<file path="src/verilog/dac_port_defs.svh">
/*
  Constants of the quad converter serial load port: word layout, reset values
  and timing counts. Assumes a 40 MHz system clock on CLOCK.
*/
`ifndef DAC_PORT_DEFS_SVH
`define DAC_PORT_DEFS_SVH

// Word layout, most significant bit first on the wire
`define WORD_BITS 16
`define DATA_BITS 12
`define ADDR_HI_POS 15
`define ADDR_LO_POS 14
`define CTRL_HI_POS 13
`define CTRL_LO_POS 12
`define DATA_MSB 11
`define CHANNELS 4

// Bit counter saturates at a full word
`define BIT_CNT_W 5
`define BIT_CNT_FULL 5'h10

// Reset values
`define SHIFT_RESET 16'h0000
`define DATA_RESET 12'h000
`define EDGE_RISE_RESET 1'b0
// Pin order {load strobe, serial in, chip select, serial clock}: idle levels
`define PIN_RESET 4'hA

// Internal power-on pulse: longest time, rounded down to whole cycles
`define CLK_PERIOD_PS 25000
`define POR_TIME_PS 50000000
`define POR_CYCLES (`POR_TIME_PS / `CLK_PERIOD_PS)
`define POR_CNT_W 11

`endif

</file>
<file path="src/verilog/dac_port_pkg.sv">
/*
  Types shared by the serial load port modules.
  Assumes dac_port_defs.svh supplies the numeric constants.
*/
package dac_port_pkg;

  // Actions that a committed word can request
  typedef enum logic [2:0] {
    CMD_LOAD_INPUT,
    CMD_LOAD_BOTH,
    CMD_LOAD_UPD_ALL,
    CMD_EDGE_FALL,
    CMD_EDGE_RISE,
    CMD_UPD_ALL,
    CMD_NOP
  } cmd_t;

  // Port sequencing
  typedef enum logic [1:0] {
    ST_POR,
    ST_IDLE,
    ST_SHIFT
  } port_state_t;

  typedef logic [11:0] sample_t;

endpackage

</file>
<file path="src/verilog/pin_events_if.sv">
/*
  Synchronised pin levels and edge pulses passed from the pin sampler to the
  port logic. Assumes both ends run on the same clock.
*/
`timescale 1ns/10ps
interface pin_events_if;
  logic sck_rise;
  logic sck_fall;
  logic cs_low;
  logic cs_fall;
  logic cs_rise;
  logic serial_in;
  logic load_all_low;

  modport src (output sck_rise, sck_fall, cs_low, cs_fall, cs_rise, serial_in, load_all_low);
  modport snk (input sck_rise, sck_fall, cs_low, cs_fall, cs_rise, serial_in, load_all_low);
endinterface

</file>
<file path="src/verilog/pin_sampler.sv">
/*
  Two-stage synchronisers for the four serial port pins and edge detection
  on the synchronised serial clock and chip select.
  Assumes pins are asynchronous to clk and slower than clk/4.
*/
`timescale 1ns/10ps
`include "dac_port_defs.svh"
module pin_sampler
(
  // Clock and control
  input wire logic clk,
  input wire logic rst_n,
  input wire logic ce,
  // Raw pins
  input wire logic sck_pin,
  input wire logic cs_n_pin,
  input wire logic serial_in_pin,
  input wire logic load_all_n_pin,
  // Events toward the port logic
  pin_events_if.src ev
);

  logic [3:0] raw;
  logic [3:0] meta_r;
  logic [3:0] sync_r;
  logic [3:0] prev_r;
  // Idle pin levels, one bit per stage lane
  localparam logic [3:0] pin_idle = `PIN_RESET;

  assign raw = {load_all_n_pin, serial_in_pin, cs_n_pin, sck_pin};

  // One synchroniser per pin; the first stage feeds only the second
  genvar g;
  generate
    for (g = 0; g < 4; g++)
    begin : g_sync
      always_ff @(posedge clk or negedge rst_n)
      begin
        if (!rst_n)
        begin
          meta_r[g] <= pin_idle[g];
          sync_r[g] <= pin_idle[g];
          prev_r[g] <= pin_idle[g];
        end
        else if (ce)
        begin
          meta_r[g] <= raw[g];
          sync_r[g] <= meta_r[g];
          prev_r[g] <= sync_r[g];
        end
      end
    end
  endgenerate

  // Edges are taken from the settled stages only
  assign ev.sck_rise = sync_r[0] & ~prev_r[0];
  assign ev.sck_fall = ~sync_r[0] & prev_r[0];
  assign ev.cs_low = ~sync_r[1];
  assign ev.cs_fall = ~sync_r[1] & prev_r[1];
  assign ev.cs_rise = sync_r[1] & ~prev_r[1];
  assign ev.serial_in = sync_r[2];
  assign ev.load_all_low = ~sync_r[3];

  // Settled levels follow the first stage by one enabled cycle
  sync_stage_a: assert property (@(posedge clk) disable iff (!rst_n) ce |=> sync_r == $past(meta_r))
    else $error("synchroniser second stage did not follow first");

endmodule

</file>
<file path="src/verilog/quad_dac_serial_load_port.sv">
/*
  Serial load port of a quad 12-bit converter: shift register, word commit,
  input and converter registers, load strobe, serial echo, power-on reset.
  Assumes all pins are asynchronous to CLOCK and run well below CLOCK/4.
*/
`timescale 1ns/10ps
`include "dac_port_defs.svh"
module quad_dac_serial_load_port
  import dac_port_pkg::*;
(
  // Clock, reset, enable
  input wire logic CLOCK,
  input wire logic RST_N,
  input wire logic CE,
  // Serial port pins
  input wire logic SCK,
  input wire logic CS_N,
  input wire logic SERIAL_IN,
  input wire logic LOAD_ALL_STROBE_N,
  output logic SERIAL_OUT,
  output logic SERIAL_OUT_OE,
  // Converter register contents, channel 0 in the low bits
  output logic [47:0] CONV_DATA,
  // Status
  output logic PORT_READY
);

  pin_events_if ev ();

  pin_sampler u_pins
  (
    .clk(CLOCK),
    .rst_n(RST_N),
    .ce(CE),
    .sck_pin(SCK),
    .cs_n_pin(CS_N),
    .serial_in_pin(SERIAL_IN),
    .load_all_n_pin(LOAD_ALL_STROBE_N),
    .ev(ev)
  );

  // Fixed command table
  function automatic cmd_t cmd_of(input logic [3:0] code);
    cmd_t c;
    c = CMD_NOP;
    unique case (code[1:0])
      2'h0: c = CMD_LOAD_INPUT;
      2'h1: c = CMD_LOAD_BOTH;
      2'h2: c = CMD_LOAD_UPD_ALL;
      2'h3:
        unique case (code[3:2])
          2'h0: c = CMD_EDGE_FALL;
          2'h1: c = CMD_EDGE_RISE;
          2'h2: c = CMD_UPD_ALL;
          2'h3: c = CMD_NOP;
        endcase
    endcase
    return c;
  endfunction

  port_state_t state_r, state_nxt;
  logic [`POR_CNT_W-1:0] por_cnt_r;
  logic [`WORD_BITS-1:0] shift_r, shift_nxt;
  logic [`BIT_CNT_W-1:0] bit_cnt_r;
  logic edge_rise_r;
  logic ready_r;
  logic serial_out_r;
  logic serial_oe_r;
  sample_t in_r [`CHANNELS];
  sample_t conv_r [`CHANNELS];
  sample_t in_nxt [`CHANNELS];
  sample_t conv_nxt [`CHANNELS];
  logic [47:0] in_flat;

  // Word fields and decode
  wire ce_ok = CE;
  wire shifting = ce_ok && state_r == ST_SHIFT;
  wire por_done = por_cnt_r == `POR_CNT_W'(`POR_CYCLES - 1);
  wire word_full = bit_cnt_r == `BIT_CNT_FULL;
  wire [1:0] word_addr = {shift_r[`ADDR_HI_POS], shift_r[`ADDR_LO_POS]};
  wire [1:0] word_ctrl = {shift_r[`CTRL_HI_POS], shift_r[`CTRL_LO_POS]};
  wire sample_t word_data = shift_r[`DATA_MSB:0];
  wire cmd_t cmd_w = cmd_of({word_addr, word_ctrl});
  // Short words are dropped: a host that lifts chip select early gets nothing
  wire commit = shifting && ev.cs_rise && word_full;
  wire load_in = commit && (cmd_w == CMD_LOAD_INPUT || cmd_w == CMD_LOAD_BOTH || cmd_w == CMD_LOAD_UPD_ALL);
  wire load_conv_one = commit && cmd_w == CMD_LOAD_BOTH;
  wire copy_all = ev.load_all_low || (commit && (cmd_w == CMD_LOAD_UPD_ALL || cmd_w == CMD_UPD_ALL));
  wire sck_shift = shifting && ev.cs_low && ev.sck_rise;

  // Next shift value: new bit enters at the bottom
  assign shift_nxt = sck_shift ? {shift_r[`WORD_BITS-2:0], ev.serial_in} : shift_r;

  // State sequencing
  always_comb
  begin
    state_nxt = state_r;
    unique case (state_r)
      ST_POR: if (por_done) state_nxt = ST_IDLE;
      ST_IDLE: if (ev.cs_fall) state_nxt = ST_SHIFT;
      ST_SHIFT: if (ev.cs_rise) state_nxt = ST_IDLE;
      default: state_nxt = ST_POR; // Unused code: back to ST_POR, left on the next cycle because the counter keeps its end count
    endcase
  end

  // Power-on pulse counter, then the port opens
  always_ff @(posedge CLOCK or negedge RST_N)
  begin
    if (!RST_N)
    begin
      state_r <= ST_POR;
      por_cnt_r <= '0;
      ready_r <= 1'b0;
    end
    else if (CE)
    begin
      state_r <= state_nxt;
      if (state_r == ST_POR && !por_done)
        por_cnt_r <= por_cnt_r + `POR_CNT_W'(1);
      ready_r <= state_nxt != ST_POR;
    end
  end

  // Shift register and saturating bit count; a new frame restarts the count
  always_ff @(posedge CLOCK or negedge RST_N)
  begin
    if (!RST_N)
    begin
      shift_r <= `SHIFT_RESET;
      bit_cnt_r <= '0;
    end
    else if (CE)
    begin
      shift_r <= shift_nxt;
      if (state_r == ST_IDLE && ev.cs_fall)
        bit_cnt_r <= '0;
      else if (sck_shift && !word_full)
        bit_cnt_r <= bit_cnt_r + `BIT_CNT_W'(1);
    end
  end

  // Serial output edge setting
  always_ff @(posedge CLOCK or negedge RST_N)
  begin
    if (!RST_N)
      edge_rise_r <= `EDGE_RISE_RESET;
    else if (CE && commit && cmd_w == CMD_EDGE_FALL)
      edge_rise_r <= 1'b0;
    else if (CE && commit && cmd_w == CMD_EDGE_RISE)
      edge_rise_r <= 1'b1;
  end

  // Per-channel input and converter registers
  genvar g;
  generate
    for (g = 0; g < `CHANNELS; g++)
    begin : g_chan
      // Copy from the new input value so a strobe held low passes updates at once
      assign in_nxt[g] = (load_in && word_addr == 2'(g)) ? word_data : in_r[g];
      assign conv_nxt[g] = copy_all ? in_nxt[g] :
                           ((load_conv_one && word_addr == 2'(g)) ? word_data : conv_r[g]);
      assign CONV_DATA[12*g+11:12*g] = conv_r[g];
      assign in_flat[12*g+11:12*g] = in_r[g];

      always_ff @(posedge CLOCK or negedge RST_N)
      begin
        if (!RST_N)
        begin
          in_r[g] <= `DATA_RESET;
          conv_r[g] <= `DATA_RESET;
        end
        else if (CE)
        begin
          in_r[g] <= in_nxt[g];
          conv_r[g] <= conv_nxt[g];
        end
      end
    end
  endgenerate

  // Serial echo: idles high undriven; MSB stage shown on the chosen edge
  always_ff @(posedge CLOCK or negedge RST_N)
  begin
    if (!RST_N)
    begin
      serial_out_r <= 1'b1;
      serial_oe_r <= 1'b0;
    end
    else if (CE)
    begin
      if (!ev.cs_low || state_r == ST_POR)
      begin
        serial_out_r <= 1'b1;
        serial_oe_r <= 1'b0;
      end
      else if (ev.cs_fall)
      begin
        serial_out_r <= shift_r[`WORD_BITS-1];
        serial_oe_r <= 1'b1;
      end
      else if (edge_rise_r ? ev.sck_rise : ev.sck_fall)
        serial_out_r <= shift_nxt[`WORD_BITS-1];
    end
  end

  assign SERIAL_OUT = serial_out_r;
  assign SERIAL_OUT_OE = serial_oe_r;
  assign PORT_READY = ready_r;

  shift_in_a: assert property (@(posedge CLOCK) disable iff (!RST_N)
    sck_shift |=> shift_r == {$past(shift_r[`WORD_BITS-2:0]), $past(ev.serial_in)})
    else $error("serial bit not shifted in");

  hold_idle_a: assert property (@(posedge CLOCK) disable iff (!RST_N)
    (state_r != ST_SHIFT) |=> shift_r == $past(shift_r))
    else $error("shift register moved outside a frame");

  commit_both_a: assert property (@(posedge CLOCK) disable iff (!RST_N)
    (commit && cmd_w == CMD_LOAD_BOTH && !ev.load_all_low) |=> conv_r[$past(word_addr)] == $past(word_data))
    else $error("converter register not loaded on commit");

  strobe_copy_a: assert property (@(posedge CLOCK) disable iff (!RST_N)
    (CE && ev.load_all_low) |=> CONV_DATA == in_flat)
    else $error("load strobe did not copy input registers");

  out_pullup_a: assert property (@(posedge CLOCK) disable iff (!RST_N)
    (CE && !ev.cs_low) |=> (SERIAL_OUT && !SERIAL_OUT_OE))
    else $error("serial out not idle high with chip select high");

  out_edge_a: assert property (@(posedge CLOCK) disable iff (!RST_N)
    (CE && ev.cs_low && !ev.cs_fall && state_r != ST_POR && (edge_rise_r ? ev.sck_rise : ev.sck_fall))
    |=> SERIAL_OUT == $past(shift_nxt[`WORD_BITS-1]))
    else $error("serial out not updated on selected edge");

  por_end_a: assert property (@(posedge CLOCK) disable iff (!RST_N)
    (CE && state_r == ST_POR && por_done) |=> (state_r == ST_IDLE && PORT_READY))
    else $error("power-on pulse not ended at its count");

  por_bound_a: assert property (@(posedge CLOCK) disable iff (!RST_N)
    por_cnt_r <= `POR_CNT_W'(`POR_CYCLES - 1))
    else $error("power-on counter ran past its limit");

  edge_cmd_a: assert property (@(posedge CLOCK) disable iff (!RST_N)
    (commit && cmd_w == CMD_EDGE_RISE) |=> edge_rise_r ##1 edge_rise_r || !CE)
    else $error("edge setting not taken from command");

  transparent_a: assert property (@(posedge CLOCK) disable iff (!RST_N)
    (load_in && ev.load_all_low) |=> conv_r[$past(word_addr)] == $past(word_data))
    else $error("input update did not pass through with strobe low");

endmodule
</file>
<file path="config.mk">
export PLATFORM = sky130hd
export DESIGN_NAME = quad_dac_serial_load_port
export DESIGN_NICKNAME = d
export VERILOG_FILES = /design/src/verilog/dac_port_pkg.sv /design/src/verilog/pin_events_if.sv /design/src/verilog/pin_sampler.sv /design/src/verilog/quad_dac_serial_load_port.sv
export VERILOG_INCLUDE_DIRS = /design/src /design/src/verilog
export SDC_FILE = /design/constraint.sdc
export NUM_CORES = 1
export LEC_CHECK = 0
export BUFFER_PORTS_ARGS = -buffer_cell sky130_fd_sc_hd__buf_2
export CAP_MARGIN = 20
export CORE_MARGIN = 1
export CORE_UTILIZATION = 25
export CTS_CLUSTER_SIZE = 12
export DETAILED_ROUTE_END_ITERATION = 7
export PLACE_DENSITY = 0.43
export SYNTH_ARGS = -nofsm -noshare
export SYNTH_HDL_FRONTEND = slang
export SYNTH_HIERARCHICAL = 1
export SYNTH_SLANG_ARGS = --single-unit
export TNS_END_PERCENT = 20
</file>
<file path="constraint.sdc">
create_clock -name CLOCK -period 2.78 [get_ports CLOCK]
set_input_delay 0.417 -clock CLOCK [delete_from_list [all_inputs] [get_ports CLOCK]]
set_output_delay 0.417 -clock CLOCK [all_outputs]
set_load 0.1 [all_outputs]
</file>
==> summary.md <==
| Metric | Value |
|---|---|
| Maximum clock rate | 0.399 GHz |
| Total power | 4920 uW |
| Fin crit period | 2.51 ns |
| CP Capture Type | register |
| Post-DR vias/cell | 4.76 |
| Worst IR Drop VDD | 0.389 mV |
| Synthesized area per cell | 13.3 sq um |
| Non-Filler Cell Area, Final | 0.00794 sq mm |
| Layout Nets | 571 |
| Initial antenna violation count | 0 |
| Largest area contributor in the netlist | dfrtp_1 |
| Startpoint types | register |
| Setup Crit Path Kind | reg -> reg |
| Antenna Cells | 0 |
| Final Max Slew Viols | 0 |
| Inserted Clock Buffers | 17 |
| Cts-stage hold buffer count | 0 |
| Die X | 166 um |
| GRT overflow | 0 |
| Hold Crit Class | in -> async |
| CTS tree | built |
| WP data arrival | 2.80 ns |
| Hold WS | -0.0107 ns |
| FFs w/ async S/R, synth | 100% |
| Max Cap Viol | 0 |
| H-tree levels | 4 |
| DP Wirelength | 10,700 um |
| Synth top area share | 51.5% |
| Post-CTS sizing | 0 |
| Vias after detailed routing | 4,304 |
| Area grow syn2layout | 18.4% |
| Share of layout cells above drive strength 1 | 35.7% |
| Gate Count Post-Synth | 506 |
| Yosys warning count | 6 |
| Synth Net Count | 520 |
| Worst-margin pin slew | 0.799 ns |
| CP max stage delay | 0.55 ns |
| Cell Chain, Critical Path | inv_1 > ha_1 > and4bb_1 > nand4_4 > mux2_4 > a221o_1 |
| Failing checks | DRC, hold timing |
| Largest net degree at the start of global routing | 65 |
| Clock root cell | clkbuf_16 |
| Final WL | 16,500 um |
| GRT Total Usage | 12.7% |
| Average wire per standard cell | 18.2 um |
| PwrDens | 619 mW/mm^2 |
| Vias in the first global route | 4,498 |
| Reg clk slew, reported paths | 0.06 ns |
| Detail Route Antenna Nets | 0 |
| Initial core utilization | 25.6% |
| Setup Skew | 0.0193 ns |
| Die H | 166 um |
| Final setup vio count | 0 |
| Synth top area cells | dfrtp_1 (51%), mux2_4 (8.5%), mux2_2 (6.4%) |
| 1st-iter DRT viols | 184 |
| Final Hold Viols | 8 |
| Global-route wire length before repair | 27,200 um |
| # rows | 59 |
| Post-synth cell types | 53 |
| Top cells by count, synth | dfrtp_1 (138), mux2_2 (38), mux2_4 (38) |
| Die Area | 0.0275 sq mm |
| Buffers on Ports | 57 |
| Clock Sink Count | 144 |
| CP max FO | 12 |
| #FFs+latches synth | 144 |
| CTS Buffer Depth | 2 |
| Setup TNS | 0 ns |
| GPL Wtd Cong | 0.735 |
| Seq/Total Area, Yosys | 53.8% |
| Prevailing post-synth register cell | dfrtp_1 |
| IO Pins | 58 |
| RSZ-0062 raised after global routing | no |
| Slowest stage cell, crit path | and4bb_1 |
| Placed instance area | 0.00735 sq mm |
| Post-CTS Setup Bufs | 0 |
| Number of synthesized flops with an enable pin | 0 |
| Status | finished, violations left |
| Worst-skew pair later-pin latency | 0.43 ns |
| Count leader, synth | dfrtp_1 |
| Max-slew headroom | 46.6% |
| Leakage | 0.00403 uW |
| TritonRoute pass-1 iters | 8 |
| DRC | 4 |
| Area of the mapped netlist | 0.00671 sq mm |
| Core Box Area | 0.0262 sq mm |
| Req. time, crit path | 3.08 ns |
| Final Cycle Share | 90.1% |
metrics by stage:
stage          setup slack, ns  cells  hold WS [ns]  util [%]
5_1_grt                  0.129    904        0.0358      30.3
3_3_place_gp             0.314    873         0.450      28.0
2_1_floorplan            0.543    506         0.121         -
4_1_cts                  0.245    904        0.0219      30.3
6_report                 0.275    904       -0.0107      30.3
3_5_place_dp             0.277    873         0.464      28.0
flip-flops by register name, indices dropped and copies added (netlist names), 2 cells and up:
register,flops
u_pins/prev_r,2
CONV_DATA,48
bit_cnt_r,5
por_cnt_r,11
shift_r,16
in_flat,48
state_r,2
u_pins/sync_r,3
u_pins/meta_r,4
layer usage:
layer  global-route usage [%]  up-vias  routed length (um)  share of wire (%)
li1                         -     1981                   -                  -
met1                     17.9     2241                8370                 51
met2                     19.2       66                7410                 45
met3                     2.43       16                 443                2.7
met4                     4.84        0                 248                1.5
met5                        0        -                   0                  0
critical path, delay by kind of cell (launching register included):
kind	cells	cell delay (ns)
buf+inv	1	0.07
compound gates	1	0.34
flops	1	0.42
simple gates	2	0.96
fa+ha+maj	1	0.18
mux	1	0.41
where the power goes:
group	internal [uW]	leakage, uW	total, uW	switching [uW]
clock	1420	0.000282	2340	928
combinational	123	0.00180	325	202
sequential	2180	0.00195	2250	71.4
path summary, 6_finish.rpt:
kind	slack, ns	start	end	cells after the start
max	0.27	bit_cnt_r[0]$_DFFE_PN0P_	CONV_DATA[21]$_DFFE_PN0P_	6
min	-0.01	RST_N	por_cnt_r[2]$_DFFE_PN0P_	1
max reg2reg	0.27	bit_cnt_r[0]$_DFFE_PN0P_	CONV_DATA[21]$_DFFE_PN0P_	6
min reg2reg	0.48	por_cnt_r[9]$_DFFE_PN0P_	por_cnt_r[9]$_DFFE_PN0P_	1
max in group asynchronous	1.98	RST_N	in_flat[11]$_DFFE_PN0P_	2
min in group CLOCK	0.23	LOAD_ALL_STROBE_N	u_pins/meta_r[3]$_DFFE_PN1P_	2
cells in the final DEF (no fill, tap or decap), types with 4 or more instances in the layout:
cell type	instances
dfrtp_1	138
buf_2	56
mux2_4	38
mux2_2	38
a221o_1	37
o21a_1	25
buf_4	19
clkbuf_16	17
and3_1	16
a22o_1	16
a21o_1	14
inv_1	13
and2_1	13
nand2_1	10
o21ai_0	9
nor2b_1	7
xnor2_1	7
ha_1	7
dfstp_2	6
nor2_1	5
nor3_1	5
a21oi_1	5
nor4_2	4
a31oi_1	4
xor2_1	4
nand3_1	4
layout make-up:
type | count | area [sq um]
multi-input cells | 304 | 2810
clock inverters | 12 | 160
fillers | 2594 | 18300
clock buffers | 19 | 433
inverters | 13 | 48.8
flip-flops and latches | 144 | 3610
repair buffers | 77 | 454
well taps | 335 | 419
cell families after synthesis:
logic type	count (synthesis)	share of synthesized area [%]
DFF	144	53.8
buffers and inverters	58	4.20
AOI/OAI and AO/OA	117	14.3
adders and majority gates	7	1.31
and+or+nand+nor	91	9.70
muxes	78	15.2
xor gates and xnor gates	11	1.44
Power figures use the tool's default switching activity.
